File: src/hdl/pmsc_pkg.sv
// Purpose: Constants for the mode and state control register pair
// Assumes: Registers hold printed bits 23..8 as data bits 15..0
// Notes:   Register indices are local choices
package pmsc_pkg;
   // ------------------------------------------------------------
   // Register indices and data width
   // ------------------------------------------------------------
   localparam int unsigned DATA_W           = 16;
   localparam logic [0:0]  IDX_MODE         = 1'h0;
   localparam logic [0:0]  IDX_SM_CTRL_ONE  = 1'h1;

   // ------------------------------------------------------------
   // Field positions (printed bit minus 8)
   // ------------------------------------------------------------
   localparam int unsigned POS_PG_TEST_EN   = 0;
   localparam int unsigned POS_WAKE_ONE_DIS = 1;
   localparam int unsigned POS_WAKE_TWO_DIS = 2;
   localparam int unsigned POS_PG_TEST_LVL  = 3;
   localparam int unsigned POS_DSM_EN       = 4;
   localparam int unsigned POS_NORMAL       = 5;
   localparam int unsigned POS_EXT_FREQ_INPUT_DISABLE  = 6;
   localparam int unsigned POS_PLL_LOCKED   = 7;
   localparam int unsigned POS_FORCE_OFF    = 0;
   localparam int unsigned POS_TIMER_EN     = 10;
   localparam int unsigned POS_WINDOW_LO    = 12;

   // ------------------------------------------------------------
   // Reset values and timing
   // ------------------------------------------------------------
   localparam logic [3:0]  WINDOW_RESET     = 4'h0;
   localparam int unsigned CLK_MHZ          = 250;
   localparam int unsigned MS_NS            = 1000000;
   localparam int unsigned CLK_NS           = 4;
   localparam int unsigned CYCLES_PER_MS    = MS_NS / CLK_NS;
   localparam int unsigned MS_CNT_W         = 24;
   localparam int unsigned PRE_CNT_W        = 32;
endpackage : pmsc_pkg

File: src/hdl/pmsc_mode_state_regs.sv
// Purpose: Mode control/status and state control registers
// Assumes: All inputs synchronous to mclk_in; one register port
// Notes:   Standby timer counts whole milliseconds from a prescaler
//
// Contract
// Test enable gates standby good override
// Override drives standby good at level
// First wake disable blocks wake one
// Second wake disable blocks wake two
// Deep sleep needs bit, permit, pin
// Normal status reads state machine normal
// Write one removes external frequency input
// Lock status reads internal PLL lock
// Write one forces OFF state
// Timer enable resets from OTP strap
// Window code selects millisecond duration
// Expiry sets group flag until cleared
// Reserved bits read zero, writes ignored
// Reset restores all field defaults
`timescale 1ns/10ps
module pmsc_mode_state_regs #(
   parameter int unsigned CYC_PER_MS = pmsc_pkg::CYCLES_PER_MS
) (
   input  wire logic        mclk_in,
   input  wire logic        rst_in,
   input  wire logic        ce_in,
   input  wire logic [0:0]  reg_index_in,
   input  wire logic        reg_write_in,
   input  wire logic [15:0] reg_wdata_in,
   output logic      [15:0] reg_rdata_out,
   input  wire logic        otp_pg_test_permit_in,
   input  wire logic        deep_sleep_otp_permit_in,
   input  wire logic        otp_timer_enable_in,
   input  wire logic        normal_state_in,
   input  wire logic        pll_locked_in,
   input  wire logic        standby_pg_in,
   input  wire logic        wake_input_one_in,
   input  wire logic        wake_input_two_in,
   input  wire logic        standby_active_in,
   input  wire logic        timer_flag_clear_in,
   output logic             standby_power_good_out,
   output logic             wake_one_event_out,
   output logic             wake_two_event_out,
   output logic             deep_sleep_request_out,
   output logic             ext_freq_input_disable_out,
   output logic             force_off_command_out,
   output logic             standby_timer_group_flag_out
);
   // ------------------------------------------------------------
   // Decode
   // ------------------------------------------------------------
   logic [15:0] mode_q;
   logic        ext_dis_q;
   logic        timer_en_q;
   logic [3:0]  window_q;
   logic        force_off_q;
   logic [31:0] pre_q;
   logic [23:0] ms_q;
   logic        flag_q;
   logic [15:0] rdata_q;
   logic [15:0] mode_rd;
   logic [15:0] sm_rd;
   logic [23:0] window_ms;
   logic        wr_mode;
   logic        wr_sm;
   logic        ms_tick;
   logic        expire;
   logic        timer_run;
   logic        pg_test_en;
   logic        pg_test_lvl;
   logic        wake_one_dis;
   logic        wake_two_dis;
   logic        dsm_en;
   logic        pg_override;
   logic [15:0] mode_d;
   logic        ext_dis_d;
   logic        timer_en_d;
   logic [3:0]  window_d;
   logic        force_off_d;
   logic [15:0] rdata_d;
   logic [31:0] pre_d;
   logic [23:0] ms_d;
   logic        flag_d;
   logic [31:0] pre_last;
   logic [23:0] window_last;

   assign wr_mode = ce_in & reg_write_in
                    & (reg_index_in == pmsc_pkg::IDX_MODE);
   assign wr_sm   = ce_in & reg_write_in
                    & (reg_index_in == pmsc_pkg::IDX_SM_CTRL_ONE);

   // ------------------------------------------------------------
   // Read views
   // ------------------------------------------------------------
   // reserved read zero
   // normal status bit
   // lock status bit
   assign mode_rd = {8'h00, pll_locked_in, 1'b0, normal_state_in,
                     mode_q[4:0]};
   assign sm_rd   = {window_q, 1'b0, timer_en_q, 10'h000};
   assign rdata_d = (reg_index_in == pmsc_pkg::IDX_MODE) ? mode_rd
                                                         : sm_rd;

   // ------------------------------------------------------------
   // Mode fields
   // ------------------------------------------------------------
   assign pg_test_en   = mode_q[pmsc_pkg::POS_PG_TEST_EN];
   assign pg_test_lvl  = mode_q[pmsc_pkg::POS_PG_TEST_LVL];
   assign wake_one_dis = mode_q[pmsc_pkg::POS_WAKE_ONE_DIS];
   assign wake_two_dis = mode_q[pmsc_pkg::POS_WAKE_TWO_DIS];
   assign dsm_en       = mode_q[pmsc_pkg::POS_DSM_EN];
   // needs OTP permit
   assign pg_override  = pg_test_en & otp_pg_test_permit_in;

   // ------------------------------------------------------------
   // Standby timer window
   // ------------------------------------------------------------
   // window code table
   always_comb begin
      unique case (window_q)
         4'h0: window_ms = 24'h00_0010;
         4'h1: window_ms = 24'h00_0020;
         4'h2: window_ms = 24'h00_0080;
         4'h3: window_ms = 24'h00_0200;
         4'h4: window_ms = 24'h00_0400;
         4'h5: window_ms = 24'h00_1000;
         4'h6: window_ms = 24'h00_2000;
         4'h7: window_ms = 24'h00_4000;
         4'h8: window_ms = 24'h01_0000;
         4'h9: window_ms = 24'h02_0000;
         4'hA: window_ms = 24'h04_0000;
         4'hB: window_ms = 24'h08_0000;
         4'hC: window_ms = 24'h10_0000;
         4'hD: window_ms = 24'h20_0000;
         4'hE: window_ms = 24'h40_0000;
         4'hF: window_ms = 24'h80_0000;
      endcase
   end

   // ------------------------------------------------------------
   // Timer counters
   // ------------------------------------------------------------
   // Timer restarts whenever standby is left, so no stale count
   assign timer_run = timer_en_q & standby_active_in;
   assign pre_last    = 32'(CYC_PER_MS - 1);
   assign window_last = window_ms - 24'h00_0001;
   assign ms_tick     = timer_run & (pre_q == pre_last);
   assign expire      = ms_tick & (ms_q == window_last);

   // ------------------------------------------------------------
   // Next values
   // ------------------------------------------------------------
   // writable fields only
   assign mode_d      = wr_mode ? {11'h000, reg_wdata_in[4:0]} : mode_q;
   // sticky disable on one
   assign ext_dis_d   = ext_dis_q
                        | (wr_mode & reg_wdata_in[pmsc_pkg::POS_EXT_FREQ_INPUT_DISABLE]);
   assign timer_en_d  = wr_sm ? reg_wdata_in[pmsc_pkg::POS_TIMER_EN]
                              : timer_en_q;
   assign window_d    = wr_sm ? reg_wdata_in[pmsc_pkg::POS_WINDOW_LO +: 4]
                              : window_q;
   // one-cycle force pulse
   assign force_off_d = wr_sm & reg_wdata_in[pmsc_pkg::POS_FORCE_OFF];
   assign pre_d       = (~timer_run | ms_tick) ? 32'h0000_0000
                                               : pre_q + 32'h0000_0001;
   assign ms_d        = (~timer_run | expire) ? 24'h00_0000
                      : ms_tick ? ms_q + 24'h00_0001 : ms_q;
   // set beats clear, so an expiry is never lost
   assign flag_d      = expire | (flag_q & ~timer_flag_clear_in);

   // ------------------------------------------------------------
   // Registers
   // ------------------------------------------------------------
   always_ff @(posedge mclk_in) begin
      // power-on defaults
      if (rst_in) begin
         mode_q      <= 16'h0000;
         ext_dis_q   <= 1'b0;
         // OTP reset value
         timer_en_q  <= otp_timer_enable_in;
         window_q    <= pmsc_pkg::WINDOW_RESET;
         force_off_q <= 1'b0;
         rdata_q     <= 16'h0000;
      end else if (ce_in) begin
         mode_q      <= mode_d;
         ext_dis_q   <= ext_dis_d;
         timer_en_q  <= timer_en_d;
         window_q    <= window_d;
         force_off_q <= force_off_d;
         rdata_q     <= rdata_d;
      end
   end

   always_ff @(posedge mclk_in) begin
      if (rst_in) begin
         pre_q  <= 32'h0000_0000;
         ms_q   <= 24'h00_0000;
         flag_q <= 1'b0;
      end else if (ce_in) begin
         pre_q  <= pre_d;
         ms_q   <= ms_d;
         flag_q <= flag_d;
      end
   end

   // ------------------------------------------------------------
   // Outputs
   // ------------------------------------------------------------
   assign reg_rdata_out = rdata_q;
   // test override
   assign standby_power_good_out =
      pg_override ? pg_test_lvl : standby_pg_in;
   // wake one gate
   assign wake_one_event_out =
      wake_input_one_in & ~wake_one_dis;
   // wake two gate
   assign wake_two_event_out =
      wake_input_two_in & ~wake_two_dis;
   // deep sleep gate
   assign deep_sleep_request_out =
      wake_input_two_in & dsm_en & deep_sleep_otp_permit_in;
   assign ext_freq_input_disable_out   = ext_dis_q;
   assign force_off_command_out        = force_off_q;
   assign standby_timer_group_flag_out = flag_q;
endmodule : pmsc_mode_state_regs

File: config.mk
export PLATFORM = sky130hd
export DESIGN_NAME = pmsc_mode_state_regs
export DESIGN_NICKNAME = d
export VERILOG_FILES = /design/src/hdl/pmsc_pkg.sv /design/src/hdl/pmsc_mode_state_regs.sv
export SDC_FILE = /design/constraint.sdc
export NUM_CORES = 1
export LEC_CHECK = 0
export ABC_AREA = 1
export BUFFER_PORTS_ARGS = -buffer_cell sky130_fd_sc_hd__buf_2
export CAP_MARGIN = 20
export CORE_ASPECT_RATIO = 1.75
export CORE_MARGIN = 1
export CORE_UTILIZATION = 60
export CTS_BUF_LIST = sky130_fd_sc_hd__clkbuf_4
export DETAILED_ROUTE_END_ITERATION = 10
export HOLD_SLACK_MARGIN = 0.1
export PLACE_DENSITY_LB_ADDON = 0.1
export SLEW_MARGIN = 20
export SYNTH_ARGS = -nofsm -noshare
export SYNTH_HDL_FRONTEND = slang
export SYNTH_SLANG_ARGS = --single-unit
File: constraint.sdc
create_clock -name mclk_in -period 5.5 [get_ports mclk_in]
set_input_delay 0.825 -clock mclk_in [delete_from_list [all_inputs] [get_ports mclk_in]]
set_output_delay 0.825 -clock mclk_in [all_outputs]
set_load 0.005 [all_outputs]
# Yosys cells after proc, flatten, opt, wreduce, memory -nomap -nowiden
# Memory sizes are Yosys's and may differ from the RTL's. A register that Yosys moved wholly into a read port is not among the register bits.
# Index checks and enable logic that the tools add are counted.
dict set report totals {
  reg_bits 85
  romBits 256
  out_inout_bits 23
  elab_cells 55
  memories 1
}
# memory depth word_bits read_ports rd_ports_with_merged_regs write_ports line_no
set memory_table {}
lappend memory_table {{(name not given)} 16 16 1 1 0 pmsc_mode_state_regs.sv:120} ;# unique case (window_q)
dict set report classes {
  n_addsub 3
  n_eq_ne 2
  muxes 10
  bitwise_logic 23
  n_reduce_logical 7
}
# cell n
set ops {}
lappend ops {{$mux W24} 2}
lappend ops {{$add A32 B1 Y32 const B} 1}
lappend ops {{$eq A32 B18 Y1 const B} 1}
lappend ops {{$mux W32} 1}
lappend ops {{$add A24 B1 Y24 const B} 1}
lappend ops {{$eq A24 B24 Y1} 1}
lappend ops {{$sub A24 B1 Y24 const B} 1}
lappend ops {{$mux W16} 1}
lappend ops {{$and A1 B1 Y1} 14}
lappend ops {{$mux W4} 2}
lappend ops {{$reduce_and A2 Y1} 4}
lappend ops {{$reduce_bool A2 Y1} 3}
lappend ops {{$not A1 Y1} 5}
lappend ops {{$mux W1} 4}
lappend ops {{$or A1 B1 Y1} 4}

# Depth between registers and ports, before layout
# Gate-level depths: netlist of the first run.
dict set report depth {
  depth_word 6
  depth_mapped 18
  depth_no_buf 17
}

# Worst setup path after synthesis of the first run
# Ideal clock, no wire load.
dict set report synth_path {
  path_kind {in2reg}
  startpoint {input port ce_in}
  endpoint {register pre_q[25]}
  setup_ns 0.117
  arrival_time_ns 2.034
  slack_ns 3.349
  cell_stages 12
  n_path_buf 1
  cell_sequence {buf_4 inv_2 nor2_1 inv_1 nor2_1 inv_1 nor2_1 nand2_1 nor3_2 nand4_1 xor2_1 nor2_1}
}
# element line_no
set synth_lines {}
lappend synth_lines {{start: declaration} pmsc_mode_state_regs.sv:26} ;# input wire logic ce_in,
lappend synth_lines {{end signal: assignment} pmsc_mode_state_regs.sv:200} ;# pre_q <= pre_d;
lappend synth_lines {{end: declaration} pmsc_mode_state_regs.sv:57} ;# logic [31:0] pre_q;

==> results of run 1 <==
-- how the worst max path moves through the flow --
| stage | startpoint | endpoint | cells past startpoint |
|---|---|---|---|
| after CTS | ce_in | pre_q[25] | 12 |
| after floorplan | ce_in | pre_q[25] | 12 |
| after global placement | ce_in | pre_q[25] | 12 |
| after detailed placement | ce_in | pre_q[25] | 12 |
| final | ce_in | pre_q[25] | 12 |
| after global routing | ce_in | pre_q[25] | 12 |
-- worst max-delay path, stage by stage --
cell     delay [ns]
buf_2          0.34
inv_2          0.29
nor2_1         0.22
inv_1          0.09
nor2_1         0.09
inv_1          0.06
nor2_1         0.19
nand2_1        0.15
nor3_2         0.27
nand4_1        0.15
xor2_1         0.16
nor2_1         0.05
-- kinds of logic after synthesis --
family,synth area share [%]
flip-flops,37.40
adder cells (fa/ha/maj),0.9590
AO/OA/AOI/OAI,7.528
XOR/XNOR,5.538
buffers and inverters,9.518
other,0.07186
AND/OR/NAND/NOR,38.98
-- sequential cells by signal, indices dropped and copies added, names as in the netlist --
register / count
window_q: 4
reg_rdata_out: 12
window_ms: 16
ext_freq_input_disable_out: 1
mode_q: 5
timer_en_q: 1
force_off_command_out: 1
pre_q: 32
standby_timer_group_flag_out: 1
ms_q: 24
-- cell type report --
class | count | area share (%)
multi-input cells | 557 | 49.24
flip-flops and latches | 97 | 34.55
inverters | 108 | 7.176
repair buffers | 45 | 4.031
well taps | 115 | 2.547
clock buffers | 11 | 1.462
clock inverters | 5 | 0.9967
-- power breakdown --
group | internal, W | total (W) | switching [W] | leakage (nW)
clock | 0.000149 | 0.000383 | 0.000235 | 0.0785
combinational | 0.0000522 | 0.000154 | 0.000101 | 1.53
sequential | 0.000716 | 0.000724 | 0.00000802 | 0.787
-- per-layer routing --
metal  GRT usage (%)  up-vias  share of wire, %
li1                -     2526                 -
met1           28.77     2209                37
met2           55.03      120                54
met3           3.304       45               3.6
met4           20.76        0               6.0
met5               0        -                 0
-- stage by stage --
step                      setup WS (ns)  util [%]  hold slack, ns
after floorplan                   3.349         -          0.4394
after global placement            2.551     65.85          0.4355
after detailed placement          2.487     65.85          0.4478
after CTS                         2.978     67.51          0.4667
after global routing              2.695     67.51          0.4941
final                             2.957     67.51          0.4639
-- cells in the final DEF (no fill, tap or decap), drive strengths merged, types with 11 or more instances in the layout --
cell | netlist | layout
a21oi | 34 | 34
nand4 | 15 | 15
nand3 | 41 | 41
xor2 | 26 | 26
buf | 9 | 45
nor3 | 29 | 29
o21ai | 27 | 27
nor2 | 159 | 159
clkbuf | 5 | 11
nand2 | 182 | 182
dfxtp | 96 | 96
inv | 108 | 108
==> impl_results.md, run 1 <==
* Max_slew headroom at 51.11%
* Starting Density at 62.37%
* Die Y at 125.4 µm
* Nets at 853
* CTS root buf: clkbuf_4
* Hold Crit Start: ext_freq_input_disable_out
* Area grow syn2layout at 8.247%
* Avg Vias per Cell at 5.224
* Hold endpoint: ext_freq_input_disable_out
* Share of post-route cells with drive strength above 1 at 13.00%
* WHS Path Cells at 2
* Hold crit path type: flip-flop to flip-flop
* Maximum level of the CTS H-tree at 3
* Cells after Synth at 773
* Setup TNS Final at 0 ns
* Critical path class: input port to flip-flop
* Worst VDD drop at 0.2038 mV
* Post-DP Area at 5510 µm²
* Reg-to-Reg End: pre_q[14]
* Post-synth ARST share at 0%
* Clk_lat worst skew at 0.46 ns
* CP Capture Type: flip-flop
* Worst slew pin tran at 0.7326 ns
* CTS resizes at 0
* Tcrit/Tclk final at 46.23%
* Worst reg2reg startpoint: pre_q[0]
* Clock-pin slew on the worst setup and hold paths at 0.14 ns
* Drt pass-1 iters at 5
* F_max at 393.3 MHz
* FF/Latch Area at 1952 µm²
* Post-route cell area at 5649 µm²
* Post-Route WL at 12550 µm
* Initial antenna violation count at 0
* Global Route Usage Sum at 29.48%
* WL/cell at 13.38 µm
* Power Density at 223.2 nW/µm²
* Post-CTS setup buffer count at 0
* Total CTS buffers at 9
* Leakage Power at 2.391 nW
* Max-cap viol count at 0
* Core area at 8368 µm²
* # rows at 44
* Worst Setup Start Kind: input port
* Reg-to-reg slack, setup at 3.05 ns
* HPWL Detailed at 9704 µm
* Cts hold-fix bufs at 0
* CTS tree: yes
* Clock Skew at 0.01762 ns
* Total gr overflow at 0
* Synth Cell Area at 5219 µm²
* Footprint of the multi-input gates at 2781 µm²
* Power Total at 0.001261 W
* Seq/Total Area, Yosys at 37.40%
* Synth top area share at 36.83%
* Setup-failing EPs final at 0
* IO Pins at 54
* Crit path DAT at 2.89 ns
* Die area at 9090 µm²
* Die Wd at 72.50 µm
* First-pass GRT wire length at 20970 µm
* Post-synth top area cell: dfxtp_1
* Tmin final at 2.543 ns
* Filler instances at 796
* Top post-synthesis cells by area: dfxtp_1 (37%), nand2_1 (12%), nor2_1 (9.7%)
* # DRC at 0
* Antenna Violating Nets Remaining at 0
* Top_reg_cell synth: dfxtp_1
* Required time of the worst setup path at 5.85 ns
* Post-synth EDFFs at 1
* Outcome: completed
* Most numerous cell in the Yosys netlist: nand2_1
* DRT iter0 DRCs at 228
* Top cells by count, synth: nand2_1 (171), nor2_1 (135), inv_1 (104), dfxtp_1 (96), nand3_1 (41)
* ANT cells at 0
* Max Slew Vio Count at 0
* Vias in the first global route at 4826
* Post-Layout Cell Count at 938
* Final hold vios at 0
* Placed Cells at 922
* Synthesized area per cell at 6.751 µm²
* IO Port Bufs at 44
* CTS max path bufs at 2
* Ys Warns at 0
* RD Place Congestion at 0.9455
* Crit Path Max Fanout at 24
* Via count at 4900
* Synthesis-stage register bit count at 97
* RSZ-0062 raised after global routing: no
* Largest net degree at the start of global routing at 28
* Clk sinks at 97
* Worst reg-to-reg path cell count at 13
* Synth cell types at 40
Power figures use the tool's default switching activity.
==> run 2: changes to the inputs <==
CORE_UTILIZATION = 55   (was 60)
clock period = 2.1 ns   (was 5.5 ns; I/O delays follow)
==> impl_results.md, run 2 (synthesis gave the netlist of run 1 again) <==
* Max reg flops at 32 (unchanged)
* Most frequent cells in the layout: nand2_1 (164), nor2_1 (120), inv_1 (101) (was nand2_1 (171), nor2_1 (135), inv_1 (104))
* Hold crit path type: input port to flip-flop (was flip-flop to flip-flop)
* Filler instances at 779 (was 796)
* Share of post-route cells with drive strength above 1 at 21.95% (was 13.00%)
* Global Route Usage Sum at 30.95% (was 29.48%)
* Final worst hold slack at 0.1277 ns (was 0.4639 ns)
* Clk_lat worst skew at 0.46 ns (about the same)
* Logic gate share of total power at 15.4% (was 12.2%)
* Setup ws final at -0.09614 ns (was 2.957 ns)
* Antenna Violating Nets Remaining at 0 (unchanged)
* Power Total at 0.003565 W (was 0.001261 W)
* CTS root buf: clkbuf_4 (unchanged)
* Setup-failing EPs final at 22 (was 0)
* CTS max path bufs at 2 (unchanged)
* Max Slew Vio Count at 0 (unchanged)
* WL/cell at 14.50 µm (was 13.38 µm)
* Total gr overflow at 0 (unchanged)
* Final hold vios at 0 (unchanged)
* Post-Route WL at 14370 µm (was 12550 µm)
* Crit Path Max Fanout at 6 (was 24)
* Tcrit/Tclk final at 104.6%
* Die area at 9898 µm² (was 9090 µm²)
* Tmin final at 2.196 ns
* First-pass GRT wire length at 22800 µm (was 20970 µm)
* Largest net degree at the start of global routing at 19 (was 28)
* Via count at 5236 (was 4900)
* Post-Layout Cell Count at 991 (was 938)
* Clock Skew at 0.01972 ns (was 0.01762 ns)
* Nets at 901 (was 853)
* RD Place Congestion at 0.9738 (was 0.9455)
* Clock-pin slew on the worst setup and hold paths at 0.15 ns (was 0.14 ns)
* Maximum level of the CTS H-tree at 3 (unchanged)
* CP Capture Type: flip-flop (unchanged)
* Worst slew pin tran at 0.5991 ns (was 0.7326 ns)
* IO Pins at 54 (unchanged)
* Required time of the worst setup path at 2.46 ns (was 5.85 ns)
* Max-cap viol count at 0 (unchanged)
* Seq pwr share at 53.2% (was 57.4%)
* Crit path DAT at 2.56 ns (was 2.89 ns)
* DRT iter0 DRCs at 248 (was 228)
* Clock power share at 31.3% (was 30.4%)
* Worst VDD drop at 0.3875 mV (was 0.2038 mV)
* Clk sinks at 97 (unchanged)
* HPWL Detailed at 10640 µm (was 9704 µm)
* Pre-CTS setup slack at -0.1073 ns (was 2.487 ns)
* Switch share at 27.46% (was 27.27%)
* IO Port Bufs at 44 (unchanged)
* # DRC at 0 (unchanged)
* Total CTS buffers at 9 (unchanged)
* RSZ-0062 raised after global routing: yes (was no)
* Net Sw Power at 0.0009789 W (was 0.0003439 W)
* Initial antenna violation count at 1 (was 0)
* Reg with most FFs: pre_q (unchanged)
* Starting Density at 57.03% (was 62.37%)
* Vias in the first global route at 4929 (was 4826)
* Core area at 9151 µm² (was 8368 µm²)
* Worst Setup Start Kind: flip-flop (was input port)
* CTS tree: yes (unchanged)
* # rows at 46 (was 44)
* Final Util at 68.88% (was 67.51%)
* Failing checks: negative setup slack
* Drt pass-1 iters at 5 (unchanged)
* Die Y at 130.9 µm (was 125.4 µm)
* Avg Vias per Cell at 5.284 (was 5.224)
* Placed Cells at 962 (was 922)
* Leakage Power at 2.665 nW (was 2.391 nW)
* Most common cell after layout, fill and taps aside: nand2_1 (unchanged)
* Int Pwr at 0.002587 W (was 0.0009173 W)
* Area grow syn2layout at 20.79% (was 8.247%)
* Outcome: complete, but fails checks (was completed)
* F_max at 455.3 MHz
* Die Wd at 75.64 µm (was 72.50 µm)
* Max_slew headroom at 60.02% (was 51.11%)
* Power Density at 565.6 nW/µm² (was 223.2 nW/µm²)
* Critical path class: flip-flop to flip-flop (was input port to flip-flop)
run 2: cell type report:
type,count,area (µm²),share of cell area [%]
well taps,120,150.1,2.382
inverters,108,405.4,6.431
clock buffers,9,67.56,1.072
clock inverters,6,91.34,1.449
multi-input cells,560,3027,48.02
flip-flops and latches,97,1953,30.98
diodes,1,2.502,0.03970
repair buffers,90,606.8,9.627
run 2: per-stage QoR:
stage                     area (µm²)  TNS [ns]
after floorplan                 5233         0
after global placement          5794   -0.7557
after detailed placement        5794    -1.938
after CTS                       6138   -0.3328
after global routing            6304    -4.866
final                           6304    -1.570
run 2: path summary, 6_finish.rpt:
check	startpoint	end	slack [ns]	depth (start not counted)
max reg2reg	window_ms[4]	ms_q[14]	-0.1	18
max	window_ms[4]	ms_q[14]	-0.1	18
min reg2reg	ext_freq_input_disable_out	ext_freq_input_disable_out	0.47	2
min	pll_locked_in	reg_rdata_out[7]	0.13	3
run 2: power by group through the flow:
stage               registers (W)  clock network (W)  logic, W
floorplan                 0.00193                  0  0.000306
global placement          0.00193                  0  0.000446
detailed placement        0.00194                  0  0.000456
CTS                       0.00190            0.00115  0.000510
global route              0.00190            0.00122  0.000612
finish                    0.00190            0.00112  0.000551
run 2: worst max-delay path, cell delays in order (launching register included):
cell and delay [ns]:
dfxtp_2 0.35, inv_2 0.07, ha_4 0.16, buf_6 0.11, nand2_4 0.05, nor2_4 0.19
nand2_4 0.08, nor2_4 0.10, nand2_1 0.07, nand2_1 0.08, nand2_1 0.08, nor2_2 0.09
nand2_1 0.08, nor2_2 0.13, nand2_2 0.10, nand2_4 0.09, nand2_8 0.10, nand2_8 0.12
nor2_4 0.04
run 2: what timing repair did:
action | CTS | global route
buffers inserted | 3 | 2
pin swaps | 13 | 20
cloned | 3 | 0
hold buffers | 7 | 0
resized for setup | 13 | 42
hold endpoints to repair | 7 | 0
setup endpoints to repair | 24 | 35
run 2: routing by layer:
| metal | wire (µm) | global-route usage [%] |
|---|---|---|
| met2 | 7975 | 56.67 |
| met4 | 748 | 19.83 |
| met5 | 0 | 0 |
| met1 | 5149 | 30.74 |
| met3 | 495 | 5.828 |
==> run 3: changes to the inputs <==
CORE_UTILIZATION = 60   (was 55)
PLACE_DENSITY = 0.85   (was default)
PLACE_DENSITY_LB_ADDON = default   (was 0.1)
clock period = 2.75 ns   (was 2.1 ns; I/O delays follow)
==> impl_results.md, run 3 (synthesis gave the netlist of run 1 again) <==
* Outcome: completed (was complete, but fails checks)
* Post-CTS setup buffer count at 0 (was 3)
* Worst slew pin tran at 0.5592 ns (was 0.5991 ns)
* IO Pins at 54 (unchanged)
* Die Y at 125.4 µm (was 130.9 µm)
* Critical path class: flip-flop to flip-flop (unchanged)
* RD Place Congestion at 0.9584 (was 0.9738)
* Clk_lat worst skew at 0.45 ns (was 0.46 ns)
* Hold crit path type: input port to flip-flop (unchanged)
* CTS tree: yes (unchanged)
* HPWL Detailed at 9708 µm (was 10640 µm)
* Area grow syn2layout at 9.854% (was 20.79%)
* CTS resizes at 0 (was 13)
* Clk sinks at 97 (unchanged)
* Core area at 8368 µm² (was 9151 µm²)
* Most common cell after layout, fill and taps aside: nand2_1 (unchanged)
* Vias in the first global route at 4708 (was 4929)
* Share of post-route cells with drive strength above 1 at 13.54% (was 21.95%)
* Global Route Usage Sum at 28.57% (was 30.95%)
* # DRC at 0 (unchanged)
* Filler instances at 718 (was 779)
* Reg with most FFs: pre_q (unchanged)
* Reg-to-reg slack, setup at 0.33 ns (was -0.1 ns)
* Initial antenna violation count at 1 (unchanged)
* First-pass GRT wire length at 20210 µm (was 22800 µm)
* Setup TNS Final at 0 ns (was -1.570 ns)
* Die area at 9090 µm² (was 9898 µm²)
* Power Density at 472.5 nW/µm² (was 565.6 nW/µm²)
* Setup ws final at 0.3314 ns (was -0.09614 ns)
* Maximum level of the CTS H-tree at 3 (unchanged)
* Final hold vios at 0 (unchanged)
* Setup-failing EPs final at 0 (was 22)
* Post-route cell area at 5733 µm² (was 6304 µm²)
* CP Capture Type: flip-flop (unchanged)
* Nets at 857 (was 901)
* Max reg flops at 32 (unchanged)
* Crit Path Max Fanout at 19 (was 6)
* DRT iter0 DRCs at 263 (was 248)
* Tcrit/Tclk final at 87.95% (was 104.6%)
* Die Wd at 72.50 µm (was 75.64 µm)
* Clock Skew at 0.01998 ns (was 0.01972 ns)
* Clock-pin slew on the worst setup and hold paths at 0.15 ns (about the same)
* Crit path DAT at 2.76 ns (was 2.56 ns)
* Final Util at 68.51% (was 68.88%)
* Avg Vias per Cell at 5.300 (was 5.284)
* WL/cell at 13.05 µm (was 14.50 µm)
* Pre-CTS setup slack at 0.4059 ns (was -0.1073 ns)
* # rows at 44 (was 46)
* Worst VDD drop at 0.4621 mV (was 0.3875 mV)
* Required time of the worst setup path at 3.09 ns (was 2.46 ns)
* Post-Route WL at 12310 µm (was 14370 µm)
* Max_slew headroom at 62.59% (was 60.02%)
* Total CTS buffers at 9 (unchanged)
* Max-cap viol count at 0 (unchanged)
* CTS max path bufs at 2 (unchanged)
* Via count at 4998 (was 5236)
* RSZ-0062 raised after global routing: no (was yes)
* Post-DP Area at 5540 µm² (was 5794 µm²)
* Max Slew Vio Count at 0 (unchanged)
* CTS root buf: clkbuf_4 (unchanged)
* Most frequent cells in the layout: nand2_1 (171), nor2_1 (135), inv_1 (104) (was nand2_1 (164), nor2_1 (120), inv_1 (101))
* Total gr overflow at 0 (unchanged)
* Worst Setup Start Kind: flip-flop (unchanged)
* IO Port Bufs at 44 (unchanged)
* Starting Density at 62.37% (was 57.03%)
* Largest net degree at the start of global routing at 20 (was 19)
* Drt pass-1 iters at 5 (unchanged)
* F_max at 413.5 MHz (was 455.3 MHz)
* Leakage Power at 2.428 nW (was 2.665 nW)
* Cts hold-fix bufs at 0 (was 7)
* Tmin final at 2.419 ns (was 2.196 ns)
* Antenna Violating Nets Remaining at 0 (unchanged)
## run 3: cell count changes in the layout (fill, tap and decap cells not counted), sizes merged
cell         previous run  this run
clkinvlp                0         1
clkbuf                  9        10
dlygate4sd3             7         0
bufinv                  2         3
clkinv                  3         1
nand2                 185       182
buf                    83        49
## run 3: power by group
part           leakage (nW)  switching [W]  internal (W)  total, W
logic                  1.54       0.000202      0.000109  0.000311
clock network        0.0972       0.000475      0.000475  0.000950
registers             0.787      0.0000157       0.00143   0.00145
## run 3: final timing paths
| kind | from | to | depth (start not counted) |
|---|---|---|---|
| max | window_ms[4] | ms_q[7] | 15 |
| min | reg_wdata_in[0] | force_off_command_out | 3 |
| max reg2reg | window_ms[4] | ms_q[7] | 15 |
| min reg2reg | ext_freq_input_disable_out | ext_freq_input_disable_out | 2 |
## run 3: through the flow
| stage | total power (W) | hold slack [ns] | instances |
|---|---|---|---|
| global route | 0.002816 | 0.1542 | 943 |
| finish | 0.002709 | 0.1858 | 943 |
| floorplan | 0.001709 | 0.4394 | 776 |
| detailed placement | 0.001788 | 0.4561 | 926 |
| global placement | 0.001779 | 0.4376 | 926 |
| CTS | 0.002723 | 0.1667 | 942 |
## run 3: critical path, cell delays in order, from the launching register on
cell and delay (ns):
dfxtp_1 0.37, inv_1 0.08, ha_1 0.27, ha_1 0.31, nand2_1 0.07, nand2_1 0.05
nor3_1 0.25, nand3_1 0.11, nor2_1 0.10, nand3_1 0.09, nor2_2 0.15, nand2_2 0.09
nand2_2 0.08, nand2_4 0.07, nand2_8 0.16, nor2_1 0.06
## run 3: metal layers
layer	track usage, %	routed length [µm]	share of wire, %
met5	0	0	0
met4	15.11	538	4.4
met3	4.754	445	3.6
met2	55.63	6958	57
met1	26.98	4362	35
## run 3: cell type report
| class | instances | area [µm²] | share of cell area [%] |
|---|---|---|---|
| clock inverters | 6 | 115.1 | 2.008 |
| well taps | 115 | 143.9 | 2.510 |
| flip-flops and latches | 97 | 1952 | 34.05 |
| inverters | 108 | 405.4 | 7.071 |
| multi-input cells | 557 | 2781 | 48.52 |
| diodes | 1 | 2.502 | 0.04365 |
| clock buffers | 10 | 75.07 | 1.309 |
| repair buffers | 49 | 257.7 | 4.496 |
